## src/inc/flic_pkg.sv

```systemverilog
// constants and types of the four-level interrupt controller
// Summary of operation
// - four priority levels for every source
// - high and low bits form level 0..3
// - each source has its own enable bit
// - global enable clear blocks all service
// - only strictly higher level preempts running routine
// - level 3 routine is never interrupted
// - higher pending level is served first
// - fixed ranking resolves only equal levels
// - eight causes: timers, uart, brownout, watchdog, keypad, comparators
// - timers vector 000b/001b, ranks 3/5, no wake
// - brownout 002b rank 1, watchdog 0053 rank 2, wake
// - keypad 003b rank 4, comparator 0043 rank 6, wake
// - enable and priority bits share one position
// - uart status bit 5 splits combined request
// - uart transmit request only with status bit 5
// - uart status bit 0 adds error causes
// - only wake-capable enabled sources leave power down
package flic_pkg;

    localparam int NSRC = 8;
    localparam int NLVL = 4;

    // apb register byte offsets
    localparam logic [7:0] OFS_ENABLE_A = 8'h00;
    localparam logic [7:0] OFS_ENABLE_B = 8'h04;
    localparam logic [7:0] OFS_PRIO_LOW_A = 8'h08;
    localparam logic [7:0] OFS_PRIO_HIGH_A = 8'h0c;
    localparam logic [7:0] OFS_PRIO_LOW_B = 8'h10;
    localparam logic [7:0] OFS_PRIO_HIGH_B = 8'h14;
    localparam logic [7:0] OFS_UART_STATUS = 8'h18;
    localparam logic [7:0] OFS_STATE = 8'h1c;

    // writable bits and reset values
    localparam logic [7:0] MASK_REG_A = 8'hfa;
    localparam logic [7:0] MASK_REG_B = 8'h46;
    localparam logic [7:0] MASK_PRIO_A = 8'h7a;
    localparam logic [7:0] MASK_UART_STATUS = 8'h21;
    localparam logic [7:0] RESET_REG = 8'h00;

    // field positions
    localparam int BIT_GLOBAL_ENABLE = 7;
    localparam int BIT_UART_SPLIT = 5;
    localparam int BIT_UART_ERRORS = 0;

    // sources in ranking order: index 0 is ranking 1
    localparam int SRC_BROWNOUT = 0;
    localparam int SRC_WATCHDOG = 1;
    localparam int SRC_TIMER_A = 2;
    localparam int SRC_KEYPAD = 3;
    localparam int SRC_TIMER_B = 4;
    localparam int SRC_COMPARATOR = 5;
    localparam int SRC_UART_TX = 6;
    localparam int SRC_UART_RX = 7;

    // which enable/priority set a source uses (1 = second set)
    localparam logic [NSRC-1:0] SRC_IN_SET_B = 8'h68;
    // bit position inside the set, shared by enable and priority
    localparam int SRC_BIT [NSRC] = '{5, 6, 1, 1, 3, 2, 6, 4};
    localparam logic [15:0] SRC_VECTOR [NSRC] =
        '{16'h002b, 16'h0053, 16'h000b, 16'h003b, 16'h001b, 16'h0043, 16'h006b, 16'h0023};
    localparam logic [NSRC-1:0] SRC_WAKE = 8'h2b;

    typedef logic [1:0] flic_level_t;

endpackage

```

## src/inc/flic_arb_if.sv

```systemverilog
// carrier between request collection and the priority arbiter
`timescale 1ns/1ps
interface flic_arb_if;
    import flic_pkg::*;
    logic [NSRC-1:0] req;
    flic_level_t lvl [NSRC];
    logic found;
    logic [2:0] win;
    flic_level_t win_lvl;

    modport arb (input req, input lvl, output found, output win, output win_lvl);
    modport ctl (output req, output lvl, input found, input win, input win_lvl);
endinterface

```

## src/design/flic_top.sv

```systemverilog
// four-level interrupt controller with apb registers and cpu request port
//
// Added by the designer: the register offsets and register access over APB.
`timescale 1ns/1ps
module flic_top (
    // clock and reset
    input wire logic pclk,
    input wire logic presetn,
    // apb slave
    input wire logic psel,
    input wire logic penable,
    input wire logic pwrite,
    input wire logic [7:0] paddr,
    input wire logic [31:0] pwdata,
    output logic [31:0] prdata,
    output logic pready,
    output logic pslverr,
    // peripheral flags, levels
    input wire logic timer_a_overflow_flag,
    input wire logic timer_b_overflow_flag,
    input wire logic brownout_flag,
    input wire logic watchdog_overflow_flag,
    input wire logic clock_alarm_flag,
    input wire logic keypad_flag,
    input wire logic [1:0] comparator_flag,
    input wire logic uart_tx_done_flag,
    input wire logic uart_rx_done_flag,
    input wire logic framing_error_flag,
    input wire logic line_pause_flag,
    input wire logic overrun_flag,
    // cpu core
    input wire logic instr_start,
    input wire logic irq_ack,
    input wire logic irq_return,
    input wire logic power_down,
    output logic irq_request,
    output logic [15:0] irq_vector,
    output flic_pkg::flic_level_t irq_level,
    output logic wake_up
);
    import flic_pkg::*;

    ////////////////////////////////////////////////////////////////////////
    // registers

    logic [7:0] irq_enable_reg_a;
    logic [7:0] irq_enable_reg_b;
    logic [7:0] priority_low_reg_a;
    logic [7:0] priority_high_reg_a;
    logic [7:0] priority_low_reg_b;
    logic [7:0] priority_high_reg_b;
    logic [7:0] uart_status_reg;
    logic [NLVL-1:0] in_service;
    logic [2:0] req_src;

    ////////////////////////////////////////////////////////////////////////
    // apb decode

    wire setup_phase = psel && !penable;
    wire write_take = psel && penable && pready && pwrite;
    wire hit_enable_a = paddr == OFS_ENABLE_A;
    wire hit_enable_b = paddr == OFS_ENABLE_B;
    wire hit_prio_low_a = paddr == OFS_PRIO_LOW_A;
    wire hit_prio_high_a = paddr == OFS_PRIO_HIGH_A;
    wire hit_prio_low_b = paddr == OFS_PRIO_LOW_B;
    wire hit_prio_high_b = paddr == OFS_PRIO_HIGH_B;
    wire hit_uart_status = paddr == OFS_UART_STATUS;
    wire hit_state = paddr == OFS_STATE;
    wire hit_any = hit_enable_a || hit_enable_b || hit_prio_low_a || hit_prio_high_a
        || hit_prio_low_b || hit_prio_high_b || hit_uart_status || hit_state;
    wire [7:0] wbyte = pwdata[7:0];

    // state view: in-service levels, pending request and its source
    wire [7:0] state_view = {irq_request, req_src, in_service};

    wire [7:0] read_byte =
        hit_enable_a ? irq_enable_reg_a :
        hit_enable_b ? irq_enable_reg_b :
        hit_prio_low_a ? priority_low_reg_a :
        hit_prio_high_a ? priority_high_reg_a :
        hit_prio_low_b ? priority_low_reg_b :
        hit_prio_high_b ? priority_high_reg_b :
        hit_uart_status ? uart_status_reg :
        hit_state ? state_view : 8'h00;

    // no wait state: data and error are fixed in the setup cycle
    always_ff @(posedge pclk or negedge presetn) begin
        if (!presetn) begin
            pready <= 1'b0;
            prdata <= 32'h0000_0000;
            pslverr <= 1'b0;
        end else begin
            pready <= setup_phase;
            if (setup_phase) begin
                prdata <= {24'h00_0000, pwrite ? 8'h00 : read_byte};
                pslverr <= !hit_any;
            end
        end
    end

    always_ff @(posedge pclk or negedge presetn) begin
        if (!presetn) begin
            irq_enable_reg_a <= RESET_REG;
            irq_enable_reg_b <= RESET_REG;
            priority_low_reg_a <= RESET_REG;
            priority_high_reg_a <= RESET_REG;
            priority_low_reg_b <= RESET_REG;
            priority_high_reg_b <= RESET_REG;
            uart_status_reg <= RESET_REG;
        end else if (write_take) begin
            if (hit_enable_a) irq_enable_reg_a <= wbyte & MASK_REG_A;
            if (hit_enable_b) irq_enable_reg_b <= wbyte & MASK_REG_B;
            if (hit_prio_low_a) priority_low_reg_a <= wbyte & MASK_PRIO_A;
            if (hit_prio_high_a) priority_high_reg_a <= wbyte & MASK_PRIO_A;
            if (hit_prio_low_b) priority_low_reg_b <= wbyte & MASK_REG_B;
            if (hit_prio_high_b) priority_high_reg_b <= wbyte & MASK_REG_B;
            if (hit_uart_status) uart_status_reg <= wbyte & MASK_UART_STATUS;
        end
    end

    ////////////////////////////////////////////////////////////////////////
    // request collection

    wire uart_split = uart_status_reg[BIT_UART_SPLIT];
    wire uart_errors = uart_status_reg[BIT_UART_ERRORS]
        && (framing_error_flag || line_pause_flag || overrun_flag);

    logic [NSRC-1:0] raw;
    assign raw[SRC_BROWNOUT] = brownout_flag;
    assign raw[SRC_WATCHDOG] = watchdog_overflow_flag || clock_alarm_flag;
    assign raw[SRC_TIMER_A] = timer_a_overflow_flag;
    assign raw[SRC_KEYPAD] = keypad_flag;
    assign raw[SRC_TIMER_B] = timer_b_overflow_flag;
    assign raw[SRC_COMPARATOR] = |comparator_flag;
    assign raw[SRC_UART_TX] = uart_split && uart_tx_done_flag;
    assign raw[SRC_UART_RX] = uart_rx_done_flag || (!uart_split && uart_tx_done_flag)
        || uart_errors;

    wire global_enable = irq_enable_reg_a[BIT_GLOBAL_ENABLE];

    flic_arb_if arb_bus ();

    logic [NSRC-1:0] enabled;

    genvar s;
    generate
        for (s = 0; s < NSRC; s++) begin : g_src
            wire en_bit = SRC_IN_SET_B[s] ? irq_enable_reg_b[SRC_BIT[s]]
                                          : irq_enable_reg_a[SRC_BIT[s]];
            wire hi_bit = SRC_IN_SET_B[s] ? priority_high_reg_b[SRC_BIT[s]]
                                          : priority_high_reg_a[SRC_BIT[s]];
            wire lo_bit = SRC_IN_SET_B[s] ? priority_low_reg_b[SRC_BIT[s]]
                                          : priority_low_reg_a[SRC_BIT[s]];
            assign enabled[s] = raw[s] && en_bit;
            assign arb_bus.req[s] = enabled[s] && global_enable;
            assign arb_bus.lvl[s] = {hi_bit, lo_bit};
        end
    endgenerate

    flic_arbiter u_arbiter (
        .bus(arb_bus)
    );

    ////////////////////////////////////////////////////////////////////////
    // preemption against the active level

    logic any_active;
    flic_level_t active_lvl;
    logic [NLVL-1:0] top_active;

    always_comb begin
        any_active = |in_service;
        active_lvl = 2'h0;
        top_active = 4'h0;
        for (int l = 0; l < NLVL; l++) begin
            if (in_service[l]) begin
                active_lvl = l[1:0];
                top_active = 4'h1 << l;
            end
        end
    end

    // level 3 active leaves nothing above it
    wire may_take = arb_bus.found
        && (!any_active || (arb_bus.win_lvl > active_lvl));

    ////////////////////////////////////////////////////////////////////////
    // request to the core and level tracking

    wire ack_take = irq_ack && irq_request;
    wire [NLVL-1:0] ack_set = ack_take ? (4'h1 << irq_level) : 4'h0;
    wire [NLVL-1:0] ret_clear = irq_return ? top_active : 4'h0;
    wire [NLVL-1:0] next_in_service = (in_service & ~ret_clear) | ack_set;

    always_ff @(posedge pclk or negedge presetn) begin
        if (!presetn) begin
            in_service <= 4'h0;
        end else begin
            in_service <= next_in_service;
        end
    end

    // request is settled at each instruction start and dropped on acceptance
    always_ff @(posedge pclk or negedge presetn) begin
        if (!presetn) begin
            irq_request <= 1'b0;
            irq_vector <= 16'h0000;
            irq_level <= 2'h0;
            req_src <= 3'h0;
        end else if (ack_take) begin
            irq_request <= 1'b0;
        end else if (instr_start) begin
            irq_request <= may_take;
            if (may_take) begin
                irq_vector <= SRC_VECTOR[arb_bus.win];
                irq_level <= arb_bus.win_lvl;
                req_src <= arb_bus.win;
            end
        end else if (!global_enable) begin
            irq_request <= 1'b0;
        end
    end

    ////////////////////////////////////////////////////////////////////////
    // power-down wake

    wire wake_hit = power_down && global_enable && |(enabled & SRC_WAKE);

    always_ff @(posedge pclk or negedge presetn) begin
        if (!presetn) begin
            wake_up <= 1'b0;
        end else begin
            wake_up <= wake_hit;
        end
    end
endmodule

```

## src/design/flic_arbiter.sv

```systemverilog
// priority arbiter: highest level first, then lowest ranking index
`timescale 1ns/1ps
module flic_arbiter (
    flic_arb_if.arb bus
);
    import flic_pkg::*;

    logic [NSRC-1:0] hit [NLVL];
    logic [NLVL-1:0] any;

    genvar l, s;
    generate
        for (l = 0; l < NLVL; l++) begin : g_lvl
            for (s = 0; s < NSRC; s++) begin : g_src
                assign hit[l][s] = bus.req[s] && (bus.lvl[s] == flic_level_t'(l));
            end
            assign any[l] = |hit[l];
        end
    endgenerate

    always_comb begin
        bus.found = |any;
        bus.win = 3'h0;
        bus.win_lvl = 2'h0;
        for (int lv = 0; lv < NLVL; lv++) begin
            if (any[lv]) begin
                bus.win_lvl = lv[1:0];
            end
        end
        for (int i = NSRC - 1; i >= 0; i--) begin
            if (hit[bus.win_lvl][i]) begin
                bus.win = i[2:0];
            end
        end
    end
endmodule

```

## config.mk

```make
export PLATFORM = sky130hd
export DESIGN_NAME = flic_top
export DESIGN_NICKNAME = d
export VERILOG_FILES = /design/src/inc/flic_pkg.sv /design/src/inc/flic_arb_if.sv /design/src/design/flic_top.sv /design/src/design/flic_arbiter.sv
export SDC_FILE = /design/constraint.sdc
export NUM_CORES = 1
export LEC_CHECK = 0
export ABC_AREA = 1
export BUFFER_PORTS_ARGS = -buffer_cell sky130_fd_sc_hd__buf_2
export CORE_MARGIN = 5
export CORE_UTILIZATION = 52
export CTS_CLUSTER_DIAMETER = 80
export DETAILED_ROUTE_END_ITERATION = 6
export PLACE_DENSITY_LB_ADDON = 0.12
export SETUP_SLACK_MARGIN = 0.3
export SLEW_MARGIN = 10
export SYNTH_ARGS = -nofsm -noshare
export SYNTH_HDL_FRONTEND = slang
export SYNTH_SLANG_ARGS = --single-unit
```

## constraint.sdc

```tcl
create_clock -name pclk -period 3.32 [get_ports pclk]
set_input_delay 0.166 -clock pclk [delete_from_list [all_inputs] [get_ports pclk]]
set_output_delay 0.166 -clock pclk [all_outputs]
set_load 0.02 [all_outputs]
```

==> results.yml, run 1 <==
finish:
  final_nets: 654
  regMostFlops: "prdata"
  largest_reg_flops: 8
  reg_top3: "prdata (8), irq_enable_reg_a (6)"
  n_antenna_cell: 0
  final-instance-count-excl-fill: 683
  area_growth_pct: 19.53
  drive_gt1_share_pct: 25.38
global_routing:
  grt_pass1_vias: 3225
  grt_pass1_wl_mm: 15.77
  grt_start_max_net_pins: 32
  overflow: 0
  grt_usage_pct: 22.81
  antenna_found_initial: 0
critical_path:
  cp_num_buf_inv: 4
  cp-start-kind: "flip-flop"
  cp_max_fo: 11
  cp-end-kind: "flip-flop"
  arrival_ns: 3.18
  crit_chain: "buf_8 > nand3_1 > nor2_1 > nor2_2 > nand3_4 > nand2_2 > nand2_8 > buf_4 > o21ai_1 > nand2_1 > inv_2 > o211ai_1 > nand3_2 > inv_1 > ha_2 > or2_4 > o21bai_1 > nor2_1"
  max_stage_delay_ns: 0.48
  cp_slowest_cell: "dfrtp_2"
  crit_top_cell: "nor2_1"
  cp_top_family: "simple AND/OR/NAND/NOR gates"
  path_class: "reg2reg"
  cp.required_ns: 3.54
min_path:
  holdCritPathClass: "in2reg"
synth:
  synthCells: 507
  synth_edf_count: 0
  seq_area_frac_synth_pct: 36.19
  ys_ff_latch: 53
  ys_warn_count: 0
  synth_cell_types: 46
  synthesis.area_um2: 3665
  synth_flop_cell: "dfrtp_1"
  postSynth.asyncResetShare_pct: 100.0
  postSynthAreaPerCell_um2: 7.228
clock_tree:
  cts_root_buf: "clkbuf_8"
  clock-sinks: 53
  cts_buffer_depth: 2
  clk_latency_ns: 0.32
  clkTransAtPathRegs_ns: 0.11
  htreeDepth: 2
  cts_buffers: 5
  cts_tree: "yes"
place:
  io_buffer_count: 57
  place_hpwl_mm: 7.677
  finalWeightedCongestion: 0.9007
  dp.cells: 657
die:
  dieArea_um2: 8827
  num_rows: 30
  start_util_pct: 53.64
  die_y_um: 93.95
  core_area_um2: 6832
  io_pins: 116
  die_w_um: 93.95
status:
  status: "finished clean"
sta:
  max_freq_mhz: 337.3
  fin_tns_setup_ns: 0
  whs_ns: 0.01916
  post-route-period-util_pct: 89.29
  tightest_slew_ns: 0.6916
  slew_viol_final: 0
  setup_viol: 0
  min_period_ns: 2.965
  rsz0062_at_grt: "yes"
  skew_ns: 0.009717
  hold_viol_final: 0
  maxSlewHeadroom_pct: 53.89
route:
  avgRoutedWirePerCell_um: 14.78
  viasPerCell: 5.193
  routed_wl_mm: 10.09
  route.vias.total: 3547
  first_iter_violations: 318
  firstDrtPassIters: 5
  antenna_left: 0
  remaining_drc_errors: 0
run:
  drv_cap: 0
pwr:
  total_power_mw: 1.269
  ir_drop_uv: 195.4
  p_leak_nw: 2.274
  powerDensity_nw_per_um2: 289.7
## cell families (layout without fill, tap and decap cells)
| family | count (synthesis) | after routing | share of synthesized area, % |
|---|---|---|---|
| multiplexers | 1 | 1 | 0.3073 |
| AO/OA/AOI/OAI | 99 | 99 | 16.08 |
| adder cells (fa/ha/maj) | 6 | 6 | 2.048 |
| flip-flops | 53 | 53 | 36.19 |
| AND/OR/NAND/NOR | 234 | 234 | 29.63 |
| other | 1 | 34 | 0.1023 |
| buffers and inverters | 113 | 160 | 15.64 |
## cells in the final DEF, fill, tap and decap left out, types with 7 or more instances in the layout
master	instances
buf_4	13
dfrtp_1	52
buf_2	58
nor2_1	40
inv_1	66
nand2_2	11
nor2_4	7
nand3_1	21
a21oi_1	8
conb_1	34
nor2_2	9
nand4_1	7
nand2_1	108
o21ai_0	52
o21ai_1	8
nor3_1	9
nand3_2	7
## report_power, final
| part | total [mW] | internal (mW) | switching [mW] |
|---|---|---|---|
| Sequential | 0.677 | 0.665 | 0.0116 |
| Combinational | 0.181 | 0.0519 | 0.129 |
| Clock | 0.412 | 0.159 | 0.253 |
## synthesized netlist by cell type, types with 3 or more instances
cell	count	area, um2
o211ai_1	3	22.52
nor2_2	3	18.77
ha_1	6	75.07
o22ai_1	5	31.28
nand3_1	26	130.1
nand2_2	8	50.05
dfrtp_1	53	1326
nand2_1	112	420.4
nor4_1	3	18.77
o21ai_1	5	25.02
a21oi_1	9	45.04
inv_1	68	255.2
nor2_4	5	56.30
nand4_1	7	43.79
o21ai_0	56	280.3
nand3_2	4	40.04
nor3_1	9	45.04
clkbuf_1	3	11.26
inv_2	4	15.01
a32o_1	3	30.03
nor2_1	48	180.2
nand2_4	3	33.78
buf_4	35	262.8
## cell type report
class	instances	area [um2]
Fill cell	666	2451
Inverter	73	281.5
Tap cell	96	120.1
Multi-Input combinational cell	374	2056
Timing Repair Buffer	79	498.0
Clock buffer	5	68.82
Sequential cell	53	1328
Clock inverter	3	28.78
## per-stage QoR
stage	instance area [um2]	setup WS (ns)	util, %
3_3_place_gp	3928	0.3438	57.49
2_1_floorplan	3789	0.6800	-
6_report	4380	0.3555	64.12
4_1_cts	4071	0.3102	59.60
3_5_place_dp	3928	0.3021	57.49
5_1_grt	4380	0.1512	64.12
## what timing repair did
action,in CTS,in global routing
endpoints found under the setup margin,1,11
pin swaps,1,15
buffers inserted,1,15
cloned,0,1
hold buffers,1,0
gates resized for setup,4,46
endpoints found under the hold margin,30,0
## worst register-to-register path, cell delays in order, from the launching register on
cell and delay, ns:
dfrtp_2 0.48, buf_8 0.17, nand3_1 0.16, nor2_1 0.10, nor2_2 0.22, nand3_4 0.15
nand2_2 0.15, nand2_8 0.09, buf_4 0.14, o21ai_1 0.13, nand2_1 0.10, inv_2 0.08
o211ai_1 0.11, nand3_2 0.16, inv_1 0.07, ha_2 0.16, or2_4 0.21, o21bai_1 0.13
nor2_1 0.05
## final timing paths
| kind | cells past startpoint | startpoint | slack, ns | endpoint |
|---|---|---|---|---|
| min in group asynchronous | 2 | presetn | 0.41 | irq_enable_reg_a[7] |
| setup / recovery | 18 | irq_enable_reg_a[7] | 0.36 | irq_vector[3] |
| hold reg to reg | 2 | prdata[5] | 0.50 | prdata[5] |
| hold / removal | 2 | penable | 0.02 | pready |
| max in group asynchronous | 3 | presetn | 2.12 | irq_vector[3] |
| setup reg to reg | 18 | irq_enable_reg_a[7] | 0.36 | irq_vector[3] |
## metal layers
metal,track usage [%],share of wire [%]
met5,0,0
met3,4.407,7.7
met4,8.785,2.8
met1,30.76,43
met2,36.07,47
Power figures use the tool's default switching activity.
==> inputs of run 2 (changes only) <==
--- a/config.mk
+++ b/config.mk
@@ -5,7 +5,7 @@
 export SDC_FILE = /design/constraint.sdc
 export NUM_CORES = 1
 export LEC_CHECK = 0
-export ABC_AREA = 1
+export ABC_AREA = 0
 export BUFFER_PORTS_ARGS = -buffer_cell sky130_fd_sc_hd__buf_2
 export CORE_MARGIN = 5
 export CORE_UTILIZATION = 52
==> run 2 against run 1 <==
Net effect: global-route usage grew 1.9 points; cell count shrank 12%; critical path depth shrank 6; wire length grew 6.8%; worst hold slack gained 0.058 ns.
==> results.yml, run 2 <==
finish:
  largest_reg_flops: 8
  final_cell_mix: "buf_2 (57), dfrtp_1 (53), buf_4 (45), nand2_1 (42), conb_1 (34)"
  regMostFlops: "prdata"
  n_antenna_cell: 0
  final_nets: 573
  final.fill_count: 605
  area_growth_pct: 25.39
  drive_gt1_share_pct: 37.75
  final_common_cell: "buf_2"
  fin_area_um2: 4591
  reg_top3: "prdata (8), irq_enable_reg_a (6)"
sta:
  rsz0062_at_grt: "yes"
  maxSlewHeadroom_pct: 52.60
  max_freq_mhz: 315.8
  hold_viol_final: 0
  whs_ns: 0.07728
  min_period_ns: 3.167
  skew_ns: 0.01085
  slew_viol_final: 0
  post-route-period-util_pct: 95.38
  tightest_slew_ns: 0.7055
  setup_viol: 0
route:
  remaining_drc_errors: 0
  viasPerCell: 5.748
  avgRoutedWirePerCell_um: 17.91
  routed_wl_mm: 10.78
  antenna_left: 0
  firstDrtPassIters: 5
  route.vias.total: 3460
  first_iter_violations: 266
die:
  die_y_um: 93.91
  dieArea_um2: 8818
  num_rows: 30
  core_area_um2: 6832
  start_util_pct: 53.59
  die_w_um: 93.91
  io_pins: 116
synth:
  synth-simple-area-share_pct: 18.35
  synth_most_common_cell: "dfrtp_1"
  synthCells: 405
  seq_area_frac_synth_pct: 36.23
  postSynth.asyncResetShare_pct: 100.0
  postSynthAreaPerCell_um2: 9.040
  synth_flop_cell: "dfrtp_1"
  synth_area_leaders: "dfrtp_1 (36%), mux2_2 (8.9%), buf_4 (7.6%)"
  synthMuxAreaShare_pct: 9.193
  ys_top_cells_by_count: "dfrtp_1 (53), nand2_1 (43), buf_4 (37), mux2_2 (29), inv_1 (28)"
  synth_compound_area_share_pct: 22.01
  yosys.area.top_type: "dfrtp_1"
  synthesis.area_um2: 3661
  synth_edf_count: 0
  synth_top_family_by_area: "compound AO/OA/AOI/OAI gates"
  synth_cell_types: 71
  synth_fa_ha_area_share_pct: 2.051
  ys_ff_latch: 53
  yosys.area_share.xor_xnor_pct: 0.2392
  synth.top_cell.area_share_pct: 36.23
  ys_warn_count: 0
clock_tree:
  cts_tree: "yes"
  clk_latency_ns: 0.30
  clock-sinks: 53
  cts_buffers: 5
  cts_buffer_depth: 2
  clkTransAtPathRegs_ns: 0.10
  htreeDepth: 2
  cts_root_buf: "clkbuf_8"
critical_path:
  crit_chain: "buf_12 > o211ai_2 > nor2_4 > or4_4 > or4_4 > mux2i_4 > a221oi_4 > o2111ai_2 > nand3_2 > ha_4 > a41o_1 > a2bb2oi_1"
  arrival_ns: 3.37
  reg2reg_to: "irq_vector[6]"
  path_class: "reg2reg"
  crit_top_cell: "or4_4"
  cp_top_family: "simple AND/OR/NAND/NOR gates"
  cp-start-kind: "flip-flop"
  cp.depth: 12
  cp_slowest_cell: "or4_4"
  cp_num_buf_inv: 1
  r2r_start: "irq_enable_reg_a[7]"
  cp_max_fo: 16
  cp-end-kind: "flip-flop"
  r2r_cells: 12
  rrSetupSlack_ns: 0.15
  max_stage_delay_ns: 0.59
  cp.required_ns: 3.52
place:
  io_buffer_count: 57
  place_area_um2: 4223
  place_hpwl_mm: 8.377
  finalWeightedCongestion: 0.9833
pwr:
  p_leak_nw: 2.225
  ir_drop_uv: 164.9
  pwr-share-clk_pct: 32.6
  total_power_mw: 1.124
  powerDensity_nw_per_um2: 244.9
  p_sw_mw: 0.3010
  p_int_mw: 0.8234
  switching_share_pct: 26.77
  p_seq_share_pct: 57.8
  p_comb_share_pct: 9.5
run:
  drv_cap: 0
global_routing:
  antenna_found_initial: 0
  overflow: 0
  grt_usage_pct: 24.66
  grt_start_max_net_pins: 32
  grt_pass1_wl_mm: 17.10
  grt_pass1_vias: 3358
min_path:
  worstHoldEndpoint: "in_service[3]"
  holdCritPathClass: "in2reg"
  min_path_cells: 2
  holdCritStartpoint: "irq_return"
status:
  status: "finished clean"
run 2: area by class of cell:
class | instances | area (um2) | share of cell area [%]
multi-input combinational | 311 | 2265 | 49.33
sequential | 53 | 1326 | 28.89
timing repair buffer | 106 | 684.4 | 14.91
tap | 96 | 120.1 | 2.617
inverter | 28 | 107.6 | 2.344
clock buffer | 6 | 72.57 | 1.581
clock inverter | 2 | 15.01 | 0.3271
run 2: worst max-delay path by stage:
| stage | from | slack [ns] | to |
|---|---|---|---|
| after floorplan | irq_enable_reg_a[7] | 0.31 | irq_vector[6] |
| after global placement | irq_enable_reg_a[7] | 0.09 | irq_vector[6] |
| after detailed placement | irq_enable_reg_a[7] | 0.09 | irq_vector[6] |
| after CTS | irq_enable_reg_a[7] | 0.19 | irq_vector[6] |
| after global routing | irq_enable_reg_a[7] | -0.03 | irq_vector[6] |
| final | irq_enable_reg_a[7] | 0.15 | irq_vector[6] |
run 2: per-layer routing:
| metal | up-vias | track usage (%) | share of wire (%) |
|---|---|---|---|
| li1 | 1625 | - | - |
| met1 | 1638 | 34.22 | 42 |
| met2 | 182 | 40.33 | 48 |
| met3 | 15 | 4.167 | 8.8 |
| met4 | 0 | 5.295 | 1.4 |
| met5 | - | 0 | 0 |
run 2: timing repair:
action / in CTS / in global routing
hold buffers: 1 / 0
endpoints found under the hold margin: 22 / 0
pin swaps: 12 / 12
setup endpoints to repair: 10 / 10
buffers inserted: 5 / 2
gates resized for setup: 20 / 27
run 2: power by group through the flow:
stage	Combinational [mW]	Sequential, mW	Clock (mW)
after floorplan	0.0811	0.664	0
after global placement	0.101	0.663	0
after detailed placement	0.103	0.663	0
after CTS	0.104	0.650	0.376
after global routing	0.118	0.651	0.410
final	0.107	0.650	0.367
run 2: kinds of logic after synthesis:
| kind of cell | after synthesis |
|---|---|
| AOI/OAI and AO/OA | 105 |
| xor gates and xnor gates | 1 |
| adders and majority gates | 6 |
| buffers and inverters | 74 |
| DFF | 53 |
| muxes | 30 |
| other | 1 |
| and+or+nand+nor | 135 |
run 2: worst reg2reg max path: stages (launching register included):
cell and delay (ns):
dfrtp_1 0.41, buf_12 0.16, o211ai_2 0.14, nor2_4 0.09, or4_4 0.59, or4_4 0.52
mux2i_4 0.18, a221oi_4 0.11, o2111ai_2 0.11, nand3_2 0.17, ha_4 0.28, a41o_1 0.17
a2bb2oi_1 0.13
run 2: through the flow:
stage	cells	utilization, %	setup slack [ns]	TNS (ns)
floorplan	438	-	0.3107	0
global placement	586	61.81	0.09245	0
detailed placement	586	61.81	0.08926	0
CTS	600	64.95	0.1862	0
global route	602	67.20	-0.03298	-0.06068
finish	602	67.20	0.1533	0
